File: src/inc/psm_pkg.sv
// Constants, register layout and state types for the power-state manager.
// Assumes one 25 MHz clock shared by both ends and the link between them.
// Notes on behaviour
// - One normal state, two sleeps, registers kept.
// - Host only reads control in sleep.
// - Ready cleared in sleep until fully awake.
// - Writes ignored until first read after reset.
// - Test-register write wakes, resets state select.
// - Select 01 enters wake-on-LAN sleep.
// - LAN detection auto-on; pin needs both enables.
// - LAN wake detection sets status to 10.
// - Interrupt flag set regardless of pin enable.
// - Energy sleep: PHY bit first, then 10.
// - Carrier in energy sleep sets status 01.
// - Host clears PHY energy bit after ready.
// - Power blocks gated per sleep state.
// - Flag held while event; write one clears.
// - Pulse select: 50ms pulse, else static.
// - Pin drops on status, enable, pin-enable clear.
// - Wake status readable while asleep.
// - PHY power-down bit; clearing resets PHY.
// - PHY energy-detect mode bit controls mode.
// - Ready set within 2ms of wake write.
package psm_pkg;
   // Device register offsets on the link
   localparam logic [7:0] PSM_A_CTRL = 8'h00;
   localparam logic [7:0] PSM_A_TEST = 8'h04;
   localparam logic [7:0] PSM_A_IRQ = 8'h08;
   localparam logic [7:0] PSM_A_PHY0 = 8'h0C;
   localparam logic [7:0] PSM_A_PHY17 = 8'h10;
   // Control, interrupt and PHY register fields
   localparam int PSM_B_READY = 0;
   localparam int PSM_B_PME_EN = 1;
   localparam int PSM_B_PULSE = 3;
   localparam int PSM_B_WAKE_STATUS_FIELD = 4;
   localparam int PSM_B_ENERGY_WAKE_ENABLE = 8;
   localparam int PSM_B_WAKE_LAN_ENABLE = 9;
   localparam int PSM_B_MODE = 12;
   localparam int PSM_B_IRQ_PME = 0;
   localparam int PSM_B_PHY_PD = 11;
   localparam int PSM_B_PHY_ED = 13;
   localparam logic [1:0] PSM_MODE_FULL = 2'h0;
   localparam logic [1:0] PSM_MODE_WOL = 2'h1;
   localparam logic [1:0] PSM_MODE_ED = 2'h2;
   localparam logic [1:0] PSM_WAKE_STATUS_FIELD_WOL = 2'h2;
   localparam logic [1:0] PSM_WAKE_STATUS_FIELD_ED = 2'h1;
   localparam logic [31:0] PSM_TEST_VAL = 32'h87654321;
   // Timing
   localparam int unsigned PSM_CLK_KHZ = 25000;
   localparam int unsigned PSM_WAKE_US = 2000;
   localparam int unsigned PSM_PULSE_MS = 50;
   localparam int unsigned PSM_WAKE_CYC = PSM_WAKE_US * PSM_CLK_KHZ / 1000;
   localparam int unsigned PSM_PULSE_CYC = PSM_PULSE_MS * PSM_CLK_KHZ;
   localparam int PSM_CW = 21;
   // Host-side APB register offsets and fields
   localparam logic [7:0] PSM_H_CMD = 8'h00;
   localparam logic [7:0] PSM_H_WDATA = 8'h04;
   localparam logic [7:0] PSM_H_RDATA = 8'h08;
   localparam logic [7:0] PSM_H_STAT = 8'h0C;
   localparam int PSM_HB_GO = 0;
   localparam int PSM_HB_WR = 1;
   localparam int PSM_HB_ADDR = 8;
   localparam int PSM_HB_BUSY = 0;
   localparam int PSM_HB_PME = 1;
   typedef enum logic [1:0] {PSM_FULL, PSM_WOL, PSM_ENERGY, PSM_WAKING} psm_state_t;
   typedef enum logic {PSM_H_IDLE, PSM_H_BUSY} psm_hstate_t;
endpackage

File: src/inc/psm_if.sv
// Link between host controller and power-state manager device.
// Request is a level held by the host until ack; pme is the event pin.
`timescale 1ns/1ps
interface psm_if;
   logic req;
   logic we;
   logic [7:0] addr;
   logic [31:0] wdata;
   logic [31:0] rdata;
   logic ack;
   logic pme;
   modport dev (input req, input we, input addr, input wdata, output rdata, output ack,
      output pme);
   modport host (output req, output we, output addr, output wdata, input rdata, input ack,
      input pme);
endinterface

File: src/rtl/psm_device.sv
// Power-state manager: sleep states, wake, event pin and interrupt flag.
// Assumes the host holds req until ack and wake inputs come from pins.
//
// Our own choices: the address map and the APB slave port.
`timescale 1ns/1ps
module psm_device
   import psm_pkg::*;
#(
   parameter int unsigned WAKE_CYC = PSM_WAKE_CYC,
   parameter int unsigned PULSE_CYC = PSM_PULSE_CYC
) (
   input wire logic pclk,
   input wire logic presetn,
   psm_if.dev bus,
   input wire logic wake_frame,
   input wire logic magic_pkt,
   input wire logic carrier,
   output logic ready,
   output logic irq_status,
   output logic mac_clk_en,
   output logic int_clk_en,
   output logic rx_pm_en,
   output logic mac_pm_en,
   output logic phy_pwr_down,
   output logic phy_ed_mode,
   output logic phy_reset
);
   typedef struct packed {
      psm_state_t st;
      logic ready;
      logic armed;
      logic [1:0] mode;
      logic pme_en;
      logic pulse_sel;
      logic wake_lan_enable;
      logic energy_wake_enable;
      logic [1:0] wake_status_field;
      logic irq;
      logic phy_pd;
      logic phy_ed;
      logic phy_rst;
      logic [PSM_CW-1:0] wcnt;
      logic [PSM_CW-1:0] pcnt;
      logic pulse_on;
      logic pint_d;
      logic [1:0] wf_s;
      logic [1:0] mp_s;
      logic [1:0] cr_s;
      logic ack;
      logic [31:0] rdata;
      logic pme;
      logic mac_en;
      logic int_en;
      logic rxpm_en;
      logic macpm_en;
   } psm_dev_t;

   psm_dev_t s_r;
   psm_dev_t s_nxt;
   logic [31:0] ctrl_word;
   logic take;
   logic sleep;
   logic pint;

   // Control word as the host sees it
   always_comb begin
      ctrl_word = 32'h00000000;
      ctrl_word[PSM_B_READY] = s_r.ready;
      ctrl_word[PSM_B_PME_EN] = s_r.pme_en;
      ctrl_word[PSM_B_PULSE] = s_r.pulse_sel;
      ctrl_word[PSM_B_WAKE_STATUS_FIELD +: 2] = s_r.wake_status_field;
      ctrl_word[PSM_B_ENERGY_WAKE_ENABLE] = s_r.energy_wake_enable;
      ctrl_word[PSM_B_WAKE_LAN_ENABLE] = s_r.wake_lan_enable;
      ctrl_word[PSM_B_MODE +: 2] = s_r.mode;
   end

   // Next-state logic for the whole block
   always_comb begin
      s_nxt = s_r;
      s_nxt.ack = 1'b0;
      s_nxt.phy_rst = 1'b0;
      // Pins cross into this clock through two stages
      s_nxt.wf_s = {s_r.wf_s[0], wake_frame};
      s_nxt.mp_s = {s_r.mp_s[0], magic_pkt};
      s_nxt.cr_s = {s_r.cr_s[0], carrier};
      sleep = (s_r.st == PSM_WOL) || (s_r.st == PSM_ENERGY);
      // strobe only
      // The request level is decoded directly, no gated clock is involved
      take = bus.req && !s_r.ack;
      if (take && !bus.we) begin
         s_nxt.ack = 1'b1;
         s_nxt.armed = 1'b1;
         if (sleep || !s_r.ready) begin
            s_nxt.rdata = (bus.addr == PSM_A_CTRL) ? ctrl_word : 32'h00000000;
         end else begin
            unique case (bus.addr)
               PSM_A_CTRL: s_nxt.rdata = ctrl_word;
               PSM_A_TEST: s_nxt.rdata = PSM_TEST_VAL;
               PSM_A_IRQ: s_nxt.rdata = {31'h00000000, s_r.irq};
               PSM_A_PHY0: s_nxt.rdata = 32'(s_r.phy_pd) << PSM_B_PHY_PD;
               PSM_A_PHY17: s_nxt.rdata = 32'(s_r.phy_ed) << PSM_B_PHY_ED;
               default: s_nxt.rdata = 32'h00000000;
            endcase
         end
      end else if (take) begin
         s_nxt.ack = 1'b1;
         if (sleep && bus.addr == PSM_A_TEST) begin
            s_nxt.st = PSM_WAKING;
            s_nxt.mode = PSM_MODE_FULL;
            s_nxt.wcnt = '0;
            s_nxt.armed = 1'b0;
         end else if (s_r.ready && s_r.armed && s_r.st == PSM_FULL) begin
            unique case (bus.addr)
               PSM_A_CTRL: begin
                  s_nxt.pme_en = bus.wdata[PSM_B_PME_EN];
                  s_nxt.pulse_sel = bus.wdata[PSM_B_PULSE];
                  s_nxt.energy_wake_enable = bus.wdata[PSM_B_ENERGY_WAKE_ENABLE];
                  s_nxt.wake_lan_enable = bus.wdata[PSM_B_WAKE_LAN_ENABLE];
                  // Wake status is write-one-to-clear
                  s_nxt.wake_status_field = s_r.wake_status_field & ~bus.wdata[PSM_B_WAKE_STATUS_FIELD +: 2];
                  if (bus.wdata[PSM_B_MODE +: 2] == PSM_MODE_WOL) begin
                     s_nxt.st = PSM_WOL;
                     s_nxt.mode = PSM_MODE_WOL;
                     s_nxt.ready = 1'b0;
                  end else if (bus.wdata[PSM_B_MODE +: 2] == PSM_MODE_ED) begin
                     s_nxt.st = PSM_ENERGY;
                     s_nxt.mode = PSM_MODE_ED;
                     s_nxt.ready = 1'b0;
                  end
               end
               PSM_A_IRQ: if (bus.wdata[PSM_B_IRQ_PME]) s_nxt.irq = 1'b0;
               PSM_A_PHY0: begin
                  s_nxt.phy_pd = bus.wdata[PSM_B_PHY_PD];
                  s_nxt.phy_rst = s_r.phy_pd && !bus.wdata[PSM_B_PHY_PD];
               end
               PSM_A_PHY17: s_nxt.phy_ed = bus.wdata[PSM_B_PHY_ED];
               default: ;
            endcase
         end
         // other writes dropped
         // Writes in sleep other than to the test register, or before ready, are acked but have no effect
      end
      if (s_r.st == PSM_WAKING) begin
         s_nxt.wcnt = s_r.wcnt + 1'b1;
         if (s_r.wcnt >= PSM_CW'(WAKE_CYC - 1)) begin
            s_nxt.st = PSM_FULL;
            s_nxt.ready = 1'b1;
         end
      end
      // LAN and energy wake status
      // Detection is applied after the clear so a same-cycle event wins
      if (s_r.st == PSM_WOL && (s_r.wf_s[1] || s_r.mp_s[1])) begin
         s_nxt.wake_status_field = PSM_WAKE_STATUS_FIELD_WOL;
      end
      if (s_r.st == PSM_ENERGY && s_r.cr_s[1]) begin
         s_nxt.wake_status_field = PSM_WAKE_STATUS_FIELD_ED;
      end
      pint = (s_nxt.wake_status_field[1] && s_nxt.wake_lan_enable) || (s_nxt.wake_status_field[0] && s_nxt.energy_wake_enable);
      if (pint) begin
         s_nxt.irq = 1'b1;
      end
      s_nxt.pint_d = pint;
      if (!pint || !s_nxt.pme_en) begin
         s_nxt.pulse_on = 1'b0;
         s_nxt.pcnt = '0;
      end else if (!s_r.pint_d) begin
         s_nxt.pulse_on = 1'b1;
         s_nxt.pcnt = '0;
      end else if (s_r.pulse_on) begin
         s_nxt.pcnt = s_r.pcnt + 1'b1;
         if (s_r.pcnt >= PSM_CW'(PULSE_CYC - 1)) begin
            s_nxt.pulse_on = 1'b0;
         end
      end
      s_nxt.pme = pint && s_nxt.pme_en && (s_nxt.pulse_sel ? s_nxt.pulse_on : 1'b1);
      s_nxt.mac_en = (s_nxt.st == PSM_FULL) || (s_nxt.st == PSM_WAKING);
      s_nxt.macpm_en = s_nxt.mac_en;
      s_nxt.int_en = s_nxt.st != PSM_ENERGY;
      s_nxt.rxpm_en = s_nxt.st != PSM_ENERGY;
   end

   // State register
   always_ff @(posedge pclk or negedge presetn) begin
      if (!presetn) begin
         s_r <= '0;
         s_r.st <= PSM_FULL;
         s_r.ready <= 1'b1;
         s_r.mac_en <= 1'b1;
         s_r.macpm_en <= 1'b1;
         s_r.int_en <= 1'b1;
         s_r.rxpm_en <= 1'b1;
      end else begin
         s_r <= s_nxt;
      end
   end

   assign bus.ack = s_r.ack;
   assign bus.rdata = s_r.rdata;
   assign bus.pme = s_r.pme;
   assign ready = s_r.ready;
   assign irq_status = s_r.irq;
   assign mac_clk_en = s_r.mac_en;
   assign int_clk_en = s_r.int_en;
   assign rx_pm_en = s_r.rxpm_en;
   assign mac_pm_en = s_r.macpm_en;
   assign phy_pwr_down = s_r.phy_pd;
   assign phy_ed_mode = s_r.phy_ed;
   assign phy_reset = s_r.phy_rst;
endmodule

File: src/flat_wrapper.sv
// flat-port wrapper written by rule: the top's interface ports become plain ports
module psm_device_flat import psm_pkg::*;
#(
   parameter int unsigned WAKE_CYC = PSM_WAKE_CYC,
   parameter int unsigned PULSE_CYC = PSM_PULSE_CYC
)
  (pclk, presetn, wake_frame, magic_pkt, carrier, ready, irq_status, mac_clk_en, int_clk_en, rx_pm_en, mac_pm_en, phy_pwr_down, phy_ed_mode, phy_reset, bus_req, bus_we, bus_addr, bus_wdata, bus_rdata, bus_ack, bus_pme);
  psm_if bus_i ();
  input wire logic pclk;
  input wire logic presetn;
  input wire logic wake_frame;
  input wire logic magic_pkt;
  input wire logic carrier;
  output logic ready;
  output logic irq_status;
  output logic mac_clk_en;
  output logic int_clk_en;
  output logic rx_pm_en;
  output logic mac_pm_en;
  output logic phy_pwr_down;
  output logic phy_ed_mode;
  output logic phy_reset;
  input wire logic [$bits(bus_i.req)-1:0] bus_req;
  input wire logic [$bits(bus_i.we)-1:0] bus_we;
  input wire logic [$bits(bus_i.addr)-1:0] bus_addr;
  input wire logic [$bits(bus_i.wdata)-1:0] bus_wdata;
  output wire logic [$bits(bus_i.rdata)-1:0] bus_rdata;
  output wire logic [$bits(bus_i.ack)-1:0] bus_ack;
  output wire logic [$bits(bus_i.pme)-1:0] bus_pme;
  assign bus_i.req = bus_req;
  assign bus_i.we = bus_we;
  assign bus_i.addr = bus_addr;
  assign bus_i.wdata = bus_wdata;
  assign bus_rdata = bus_i.rdata;
  assign bus_ack = bus_i.ack;
  assign bus_pme = bus_i.pme;
  psm_device #(.WAKE_CYC(WAKE_CYC), .PULSE_CYC(PULSE_CYC)) u_core (.pclk(pclk), .presetn(presetn), .bus(bus_i), .wake_frame(wake_frame), .magic_pkt(magic_pkt), .carrier(carrier), .ready(ready), .irq_status(irq_status), .mac_clk_en(mac_clk_en), .int_clk_en(int_clk_en), .rx_pm_en(rx_pm_en), .mac_pm_en(mac_pm_en), .phy_pwr_down(phy_pwr_down), .phy_ed_mode(phy_ed_mode), .phy_reset(phy_reset));
endmodule
File: config.mk
export PLATFORM = sky130hd
export DESIGN_NAME = psm_device_flat
export DESIGN_NICKNAME = d
export VERILOG_FILES = /design/src/inc/psm_pkg.sv /design/src/inc/psm_if.sv /design/src/rtl/psm_device.sv /design/src/flat_wrapper.sv
export SDC_FILE = /design/constraint.sdc
export NUM_CORES = 1
export LEC_CHECK = 0
export ABC_AREA = 1
export BUFFER_PORTS_ARGS = -buffer_cell sky130_fd_sc_hd__buf_2
export CORE_MARGIN = 2
export CORE_UTILIZATION = 44
export CTS_BUF_LIST = sky130_fd_sc_hd__clkbuf_16
export CTS_CLUSTER_DIAMETER = 30
export DETAILED_ROUTE_END_ITERATION = 8
export PLACE_DENSITY = 0.68
export SYNTH_ARGS = -nofsm -noshare
export SYNTH_HDL_FRONTEND = slang
export SYNTH_SLANG_ARGS = --single-unit
export TNS_END_PERCENT = 30
File: constraint.sdc
create_clock -name pclk -period 1.8 [get_ports pclk]
set_input_delay 0.09 -clock pclk [delete_from_list [all_inputs] [get_ports pclk]]
set_output_delay 0.09 -clock pclk [all_outputs]
set_load 0.05 [all_outputs]
==> flow_summary.ini, run 1 <==
[timing]
worst_clock_skew_ns = 0.004039
setup_slack_ns = -0.03923
hold_viol_final = 0
rsz0062_at_grt = true
setup_viol = 21
timing.final.max_slew_violations = 0
timing.final.crit_period_ns = 1.839
max_freq_mhz = 543.7
finalCritPeriodShare = 1.022

[worst_setup_path]
endpoint_kind = register
critical_path.startpoint = u_core.ready
worstPathMaxFanout = 5
worstPathCellList = nand3_4 > nor2_8 > nand3_4 > nand2_4 > nand2_4 > nand2_4 > nand2_4 > nand3_4 > clkbuf_16 > nor2_4
critical_path_class = register to register
crit_top_cell = nand2_4
crit_path_start_kind = register
cp_data_arrival_time_ns = 2.06
crit_path_max_incr_delay_ns = 0.62
cpMaxStageDelayCell = dfstp_4
reg2reg_from = u_core.ready
worst_ep_required_time_ns = 2.02
cp.buffers_inverters = 1
cp_top_family = simple AND/OR/NAND/NOR gates

[clock_network]
clk_root_buffer_cell = clkbuf_16
cts_sinks = 81
numCtsBuffers = 9
htree_levels = 3
clk_latency_ns = 0.34
clk_pin_slew_ns = 0.06
cts_tree = done
cts_max_path_buffers = 2

[power]
leakage_nw = 2.900
pwr_density_cell_mw_per_mm2 = 1049
peakVddDrop_mv = 0.5663
totalPowerFinal_mw = 6.124

[layout]
area_delta_synth_final_pct = 19.40
drive_gt1_frac = 0.2775
fin_util = 0.5386
n_antenna_cell = 0
nets = 714
multi_input_area_mm2 = 0.002365
num-fill-cells = 988
seq_area_mm2 = 0.002037

[detailed_routing]
totalWireLength_mm = 10.33
postRouteAntennaNets = 0
wire_per_inst_um = 12.87
drt-pass1-iter-count = 6
drcViolationCount = 0
drtIter0Drc = 161
vias_per_cell = 4.877
via_count = 3916

[global_routing]
track_usage = 0.1853
grt_pass1_wl_mm = 17.32
first_global_vias = 3874
grt_max_degree = 34
grt_overflow = 0
antenna_found_initial = 0

[synth]
synth_cell_types = 48
async_flop_share = 1.000
ys.flop_type = dfrtp_1
synthCells = 580
yosys_warnings = 0
syn-cell-area_mm2 = 0.004890
syn_avg_cell_area_um2 = 8.430
synth_edf_count = 0
ys_ff_latch = 81
yosysSeqAreaShare = 0.4153

[placed_design]
dp.final_hpwl_mm = 7.431
port_buffers = 54
gp_congestion = 0.9380

[job]
cap_violations = 0

[floorplanning]
die_y_um = 109.4
die_area_mm2 = 0.01197
num_rows = 38
die_w_um = 109.4
start_util = 0.4511
io_pins = 90
fp.coreArea_mm2 = 0.01084

[worst_hold_path]
hold_class = primary input to register
hold_start = bus_wdata[1]

[run_status]
violations = negative setup slack
status = complete, but fails checks
worst register-to-register path, cell delays in order (launching register included):
cell and delay, ns:
dfstp_4 0.62, nand3_4 0.12, nor2_8 0.18, nand3_4 0.14, nand2_4 0.10, nand2_4 0.05
nand2_4 0.07, nand2_4 0.06, nand3_4 0.15, clkbuf_16 0.20, nor2_4 0.03
cell usage in the layout, fill, tap and decap left out, types with 11 or more instances in the layout:
| cell type | synthesis | layout |
|---|---|---|
| buf_2 | 0 | 53 |
| nor3_1 | 18 | 17 |
| o21ai_0 | 24 | 23 |
| nor2_1 | 49 | 40 |
| nor2_4 | 24 | 28 |
| buf_4 | 34 | 32 |
| nand3_1 | 44 | 42 |
| dfrtp_1 | 78 | 76 |
| nand2_1 | 106 | 103 |
| inv_1 | 81 | 80 |
| clkbuf_16 | 0 | 11 |
| nand4_1 | 15 | 15 |
| conb_1 | 1 | 13 |
| xor2_1 | 12 | 11 |
final timing paths:
path                                  endpoint  slack [ns]  cells after the start
max reg2reg                     u_core.s_r[53]       -0.04                     10
max in group asynchronous       u_core.s_r[51]        0.93                      3
min                        u_core.ctrl_word[1]        0.04                      3
min in group asynchronous       u_core.s_r[69]        0.20                      2
min reg2reg                     u_core.s_r[39]        0.35                      0
max                             u_core.s_r[53]       -0.04                     10
Yosys cell counts, types with 2 or more instances:
master / n / area [um2]
o21a_1: 2 / 15.01
a21oi_1: 8 / 40.04
nand2_4: 6 / 67.56
a32oi_1: 2 / 17.52
nor2_2: 4 / 25.02
o32ai_1: 2 / 17.52
nand2_1: 106 / 397.9
buf_4: 34 / 255.2
nand2_2: 5 / 31.28
nand3_4: 4 / 70.07
a22oi_1: 2 / 15.01
inv_2: 4 / 15.01
nor3_1: 18 / 90.09
mux2i_1: 3 / 30.03
nor4_1: 3 / 18.77
dfstp_2: 3 / 78.83
or2_2: 2 / 12.51
xnor2_1: 3 / 26.28
buf_12: 2 / 40.04
dfrtp_1: 78 / 1952
xor2_1: 12 / 105.1
o31ai_1: 4 / 30.03
nand4_1: 15 / 93.84
o21ai_0: 24 / 120.1
o211ai_1: 2 / 15.01
nand3_1: 44 / 220.2
nor2_4: 24 / 270.3
nor2_8: 2 / 40.04
nor2_1: 49 / 183.9
o22ai_1: 3 / 18.77
nand3b_1: 2 / 15.01
ha_1: 9 / 112.6
inv_1: 81 / 304.0
clkbuf_1: 4 / 15.01
registers in the layout, indices dropped and copies added (netlist names):
name	flops
u_core.phy_ed_mode	1
u_core.phy_reset	1
u_core.bus.ack	1
u_core.mac_clk_en	1
u_core.phy_pwr_down	1
u_core.int_clk_en	1
u_core.ready	1
u_core.ctrl_word	8
u_core.bus.rdata	11
u_core.s_nxt	3
u_core.irq_status	1
u_core.bus.pme	1
u_core.s_r	50
repair_timing:
item	CTS	global route
setup buffers	0	5
pin swaps	0	14
gates cloned	0	2
resized for setup	1	31
setup endpoints to repair	3	36
hold buffers	6	0
hold endpoints to repair	60	0
report_power, final:
part           total, mW  internal (mW)  leakage, nW  switching, mW
Sequential          2.45           2.13        0.986          0.313
Clock               1.60          0.905        0.136          0.694
Combinational       2.08          0.815         1.78           1.26
layout make-up:
| class | count | area share |
|---|---|---|
| well taps | 140 | 0.03000 |
| flip-flops and latches | 81 | 0.3489 |
| repair buffers | 96 | 0.1157 |
| clock inverters | 7 | 0.005144 |
| clock buffers | 9 | 0.03858 |
| multi-input cells | 383 | 0.4051 |
| inverters | 87 | 0.05658 |
stage by stage:
step                instance area [um2]  worst slack (ns)  setup TNS [ns]  hold WS, ns  instances
finish                             5838          -0.03923         -0.5151      0.03510        803
global route                       5838           -0.1168          -2.381      0.03332        803
CTS                                5647           0.01335               0      0.02857        796
detailed placement                 5329           0.01018               0      0.01909        774
global placement                   5329           0.03635               0      0.01721        774
floorplan                          4947           0.01900               0      -0.2056        592
logic make-up (layout without fill, tap and decap cells):
family / after synthesis / count (layout) / synth area share
AOI/OAI and AO/OA: 55 / 55 / 0.07191
xor gates and xnor gates: 15 / 15 / 0.02687
adders and majority gates: 9 / 9 / 0.02303
buffers and inverters: 128 / 199 / 0.1328
DFF: 81 / 81 / 0.4153
muxes: 3 / 3 / 0.006141
other: 1 / 13 / 0.0007669
and+or+nand+nor: 288 / 288 / 0.3232
layer usage:
metal	global-route usage	up-vias	part of all wire
met4	0.07957	0	0.019
li1	-	1977	-
met1	0.2343	1829	0.44
met5	0	-	0
met2	0.3086	96	0.50
met3	0.03616	14	0.041
Note: power is estimated with default switching activity, not from simulation.
==> run 2: changes to the inputs <==
==> constraint.sdc (replaced) <==
create_clock -name pclk -period 1.6 [get_ports pclk]
set_input_delay 0.08 -clock pclk [delete_from_list [all_inputs] [get_ports pclk]]
set_output_delay 0.08 -clock pclk [all_outputs]
set_load 0.05 [all_outputs]
==> run 2 against run 1 <==
- the run still ends with negative setup slack left
- core utilization grew 4.0 points
- power grew 19%
- global-route usage is 0.83 points higher
- critical path type unchanged
- critical endpoint is now u_core.s_r[47]
==> flow_summary.ini, run 2 (same netlist as run 1, synthesis figures left out) <==
[timing]
timing.final.crit_period_ns = 1.830
setup_slack_ns = -0.2303
hold_ws_ns = 0.03088
max_freq_mhz = 546.3
finalCritPeriodShare = 1.144
timing.final.max_slew_violations = 0
setup_viol = 39
tns_ns = -5.794
hold_viol_final = 0
rsz0062_at_grt = true
worst_clock_skew_ns = 0.006467

[run_status]
violations = negative setup slack
status = complete, but fails checks

[global_routing]
grt_max_degree = 36
grt_pass1_wl_mm = 18.33
track_usage = 0.1936
first_global_vias = 4064
antenna_found_initial = 0
grt_overflow = 0

[power]
peakVddDrop_mv = 0.8565
pwr_density_cell_mw_per_mm2 = 1159
leakage_nw = 3.138
totalPowerFinal_mw = 7.277

[placed_design]
gp_congestion = 0.9329
dp_cells = 814
dp.final_hpwl_mm = 8.190
port_buffers = 54
place_ws_ns = -0.2318

[detailed_routing]
drt-pass1-iter-count = 5
drtIter0Drc = 210
drcViolationCount = 0
totalWireLength_mm = 11.35
wire_per_inst_um = 13.39
vias_per_cell = 4.903
via_count = 4153
postRouteAntennaNets = 0

[layout]
n_antenna_cell = 0
top_register = u_core.s_r
final_cell_mix = 100 x nand2_1, 77 x dfrtp_1, 74 x inv_1, 73 x buf_4, 53 x buf_2
layout_commonest_cell = nand2_1
drive_gt1_frac = 0.3494
finalNonFillerCells = 847
num-fill-cells = 937
nets = 759
largest_register_ffs = 50
area_delta_synth_final_pct = 28.35

[worst_setup_path]
worstPathMaxFanout = 10
cpMaxStageDelayCell = dfrtp_1
crit_top_cell = nand2_4
worstPathCellList = inv_2 > ha_4 > nand3_4 > buf_12 > nand3_4 > nand2_4 > nand2_4 > nand2_4 > nand2_4 > nand3_4 > buf_12 > nor2_4
critical_path_class = register to register
worst_ep_required_time_ns = 1.88
crit_path_start_kind = register
cp_data_arrival_time_ns = 2.11
crit_path_max_incr_delay_ns = 0.37
cp_top_family = simple AND/OR/NAND/NOR gates
cp.buffers_inverters = 3
endpoint_kind = register

[floorplanning]
io_pins = 90
die_area_mm2 = 0.01197
fp.coreArea_mm2 = 0.01084
die_y_um = 109.4
die_w_um = 109.4
num_rows = 38
start_util = 0.4511

[clock_network]
clk_latency_ns = 0.34
htree_levels = 3
cts_sinks = 81
numCtsBuffers = 9
clk_root_buffer_cell = clkbuf_16
cts_tree = done
cts_max_path_buffers = 2
clk_pin_slew_ns = 0.06

[worst_hold_path]
hold_class = primary input to register

[job]
cap_violations = 0
==> run 2: cell count changes in the layout (fill, tap and decap cells not counted), sizes merged <==
| cell | previous run | this run |
|---|---|---|
| inv | 87 | 86 |
| clkinvlp | 0 | 1 |
| clkinv | 7 | 6 |
| buf | 88 | 134 |
| clkbuf | 11 | 10 |
==> run 2: repair_timing <==
action,4_1_cts,5_1_grt
gates resized for setup,8,52
pin swaps,0,18
hold buffers,6,0
setup buffers,0,11
gates cloned,0,1
setup endpoints to repair,54,55
hold endpoints to repair,35,0
==> run 2: path summary, 6_finish.rpt <==
kind,start,endpoint,slack [ns],depth (start not counted)
min in group asynchronous,presetn,u_core.s_nxt[41],0.24,2
max in group asynchronous,presetn,u_core.s_r[79],0.80,3
worst max register to register,u_core.s_r[103],u_core.s_r[47],-0.23,12
worst max-delay path,u_core.s_r[103],u_core.s_r[47],-0.23,12
worst min-delay path,bus_wdata[1],u_core.ctrl_word[1],0.03,3
worst min register to register,u_core.s_nxt[43],u_core.s_r[43],0.34,0
==> run 2: final cells by class <==
cell class / count / area (um2) / share of cell area
Sequential cell: 81 / 2036 / 0.3244
Clock buffer: 9 / 225.2 / 0.03589
Inverter: 87 / 331.6 / 0.05283
Multi-Input combinational cell: 383 / 2442 / 0.3892
Timing Repair Buffer: 141 / 1032 / 0.1645
Clock inverter: 6 / 33.78 / 0.005383
Tap cell: 140 / 175.2 / 0.02791
==> run 2: metrics by stage <==
stage / instance area (um2) / util
after floorplan: 4950 / -
after global placement: 5657 / 0.5218
after detailed placement: 5657 / 0.5218
after CTS: 5996 / 0.5531
after global routing: 6276 / 0.5789
final: 6276 / 0.5789
==> run 2: power by group <==
group	switching [mW]	total (mW)	internal [mW]
Combinational	1.60	2.77	1.16
Clock	0.809	1.84	1.03
Sequential	0.275	2.67	2.40
==> run 2: tightest hold or removal path: cells and delay by family <==
family / cells / cell delay, ns
compound gates: 1 / 0.08
simple gates: 1 / 0.07
buf+inv: 1 / 0.10
==> run 2: routing by layer <==
layer	routed length [um]	global-route usage
met5	0	0
met4	115	0.04521
met3	372	0.04861
met2	5820	0.3320
met1	5038	0.2456
==> run 3: changes to the inputs <==
--- a/config.mk
+++ b/config.mk
@@ -8,11 +8,11 @@
 export ABC_AREA = 1
 export BUFFER_PORTS_ARGS = -buffer_cell sky130_fd_sc_hd__buf_2
 export CORE_MARGIN = 2
-export CORE_UTILIZATION = 44
+export CORE_UTILIZATION = 56
 export CTS_BUF_LIST = sky130_fd_sc_hd__clkbuf_16
 export CTS_CLUSTER_DIAMETER = 30
 export DETAILED_ROUTE_END_ITERATION = 8
-export PLACE_DENSITY = 0.68
+export PLACE_DENSITY = 0.8
 export SYNTH_ARGS = -nofsm -noshare
 export SYNTH_HDL_FRONTEND = slang
 export SYNTH_SLANG_ARGS = --single-unit
==> constraint.sdc (replaced) <==
create_clock -name pclk -period 1.8 [get_ports pclk]
set_input_delay 0.09 -clock pclk [delete_from_list [all_inputs] [get_ports pclk]]
set_output_delay 0.09 -clock pclk [all_outputs]
set_load 0.05 [all_outputs]
==> run 3 against run 2 <==
- the run still ends with negative setup slack left
- clock-buffer cell count did not move
- sequential share of layout area rose by 2.5 points
- first-iteration DRC count rose by 6.2%
- largest cell class unchanged
==> flow_summary.ini, run 3 (same netlist as run 1, synthesis figures left out) <==
[floorplanning]
die_w_um = 97.44
die_y_um = 97.44
io_pins = 90
die_area_mm2 = 0.009495
fp.coreArea_mm2 = 0.008593
start_util = 0.5690
num_rows = 34

[power]
pwr_density_cell_mw_per_mm2 = 1087
leakage_nw = 2.905
peakVddDrop_mv = 0.8378

[timing]
setup_viol = 22
setup_slack_ns = -0.1374
worst_clock_skew_ns = 0.009314
timing.final.max_slew_violations = 0
rsz0062_at_grt = true
hold_viol_final = 0
finalCritPeriodShare = 1.076
hold_ws_ns = 0.01340
max_freq_mhz = 516.2
tns_ns = -2.603
timing.final.crit_period_ns = 1.937

[clock_network]
htree_levels = 3
cts_max_path_buffers = 2
clk_root_buffer_cell = clkbuf_16
numCtsBuffers = 9
clk_latency_ns = 0.34
clk_pin_slew_ns = 0.06
cts_sinks = 81
cts_tree = done

[layout]
final_cell_mix = 102 x nand2_1, 78 x inv_1, 76 x dfrtp_1, 53 x buf_2, 43 x nand3_1
n_antenna_cell = 0
largest_register_ffs = 50
multi_input_area_mm2 = 0.002374
drive_gt1_frac = 0.2851
seq_area_mm2 = 0.002037
layout_commonest_cell = nand2_1
top_register = u_core.s_r
fin_util = 0.6781
num-fill-cells = 657
nets = 714
fin_area_mm2 = 0.005827
area_delta_synth_final_pct = 19.17

[placed_design]
gp_congestion = 0.8804
dp.final_hpwl_mm = 7.444
placed_area_mm2 = 0.005261
port_buffers = 54

[global_routing]
grt_max_degree = 35
grt_pass1_wl_mm = 17.98
track_usage = 0.2314
grt_overflow = 0
first_global_vias = 4007
antenna_found_initial = 0

[worst_setup_path]
worst_ep_required_time_ns = 2.02
crit_path_max_incr_delay_ns = 0.40
worstPathMaxFanout = 5
endpoint_kind = register
critical_path.startpoint = u_core.s_r[102]
cp_top_family = simple AND/OR/NAND/NOR gates
critical_path_class = register to register
crit_path_start_kind = register
cpMaxStageDelayCell = dfrtp_1
reg2reg_slack_ns = -0.14
cp_data_arrival_time_ns = 2.16
worstPathCellList = inv_2 > ha_4 > nand3_4 > nor2_8 > nand3_4 > nand2_4 > nand2_4 > nand2_4 > nand2_4 > nand3_4 > clkbuf_16 > nor2_4
reg2reg_from = u_core.s_r[102]
cp.buffers_inverters = 2
crit_top_cell = nand2_4

[detailed_routing]
vias_per_cell = 5.206
drt-pass1-iter-count = 5
wire_per_inst_um = 13.87
totalWireLength_mm = 10.69
via_count = 4014
drcViolationCount = 0
postRouteAntennaNets = 0
drtIter0Drc = 223

[run_status]
violations = negative setup slack
status = complete, but fails checks

[job]
cap_violations = 0

[worst_hold_path]
hold_start = bus_wdata[13]
hold_class = primary input to register
==> run 3: changes by cell type in the layout (fill, tap and decap cells not counted), moves of 3 or more <==
cell and delta:
clkinv_2 -3, nand3_1 +4, nand3_2 -3, nor2_1 +3, buf_12 -3, o21ai_0 +5
buf_4 -40, o21ai_2 -3, inv_1 +4, nor2_4 -4, inv_2 -3
==> run 3: worst register-to-register path: cells and delay by family, from the launching register on <==
kind,cells,cell delay (ns)
DFF,1,0.40
adders and majority gates,1,0.15
and+or+nand+nor,9,0.96
buffers and inverters,2,0.30
==> run 3: layout make-up <==
| type | count | share of cell area |
|---|---|---|
| Clock buffer | 9 | 0.03865 |
| Tap cell | 108 | 0.02319 |
| Timing Repair Buffer | 96 | 0.1140 |
| Clock inverter | 7 | 0.01052 |
| Inverter | 87 | 0.05669 |
| Multi-Input combinational cell | 383 | 0.4073 |
| Sequential cell | 81 | 0.3496 |
==> run 3: power by group <==
group / internal (mW) / leakage [nW] / switching [mW]
clock: 1.06 / 0.140 / 0.717
combinational: 0.783 / 1.78 / 1.31
sequential: 2.13 / 0.986 / 0.333
==> run 3: stage by stage <==
step / total power [mW] / instances / worst slack (ns)
3_5_place_dp: 4.357 / 740 / -0.1255
5_1_grt: 6.708 / 771 / -0.2047
2_1_floorplan: 3.868 / 592 / 0.01900
6_report: 6.335 / 771 / -0.1374
3_3_place_gp: 4.250 / 740 / -0.02603
4_1_cts: 6.205 / 761 / -0.07116
==> run 3: layer usage <==
layer | vias up | wire length [um] | part of all wire | GRT usage
li1 | 1980 | - | - | -
met1 | 1893 | 4590 | 0.43 | 0.3075
met3 | 22 | 563 | 0.053 | 0.04173
met5 | - | 0 | 0 | 0
met2 | 119 | 5316 | 0.50 | 0.3878
met4 | 0 | 219 | 0.020 | 0.07158
==> run 3: path summary, 6_finish.rpt <==
path / depth (start not counted) / endpoint
worst max-delay path: 12 / u_core.s_r[47]
worst min-delay path: 3 / u_core.phy_ed_mode
worst max register to register: 12 / u_core.s_r[47]
worst min register to register: 0 / u_core.s_r[39]
max in group asynchronous: 3 / u_core.int_clk_en
min in group asynchronous: 2 / u_core.s_r[66]
==> run 3: timing repair <==
| action | CTS | global route |
|---|---|---|
| cloned | 0 | 2 |
| resized for setup | 6 | 30 |
| setup buffers | 0 | 8 |
| hold buffers | 5 | 0 |
| pin swaps | 0 | 16 |
| endpoints found under the setup margin | 23 | 36 |
| endpoints found under the hold margin | 36 | 0 |
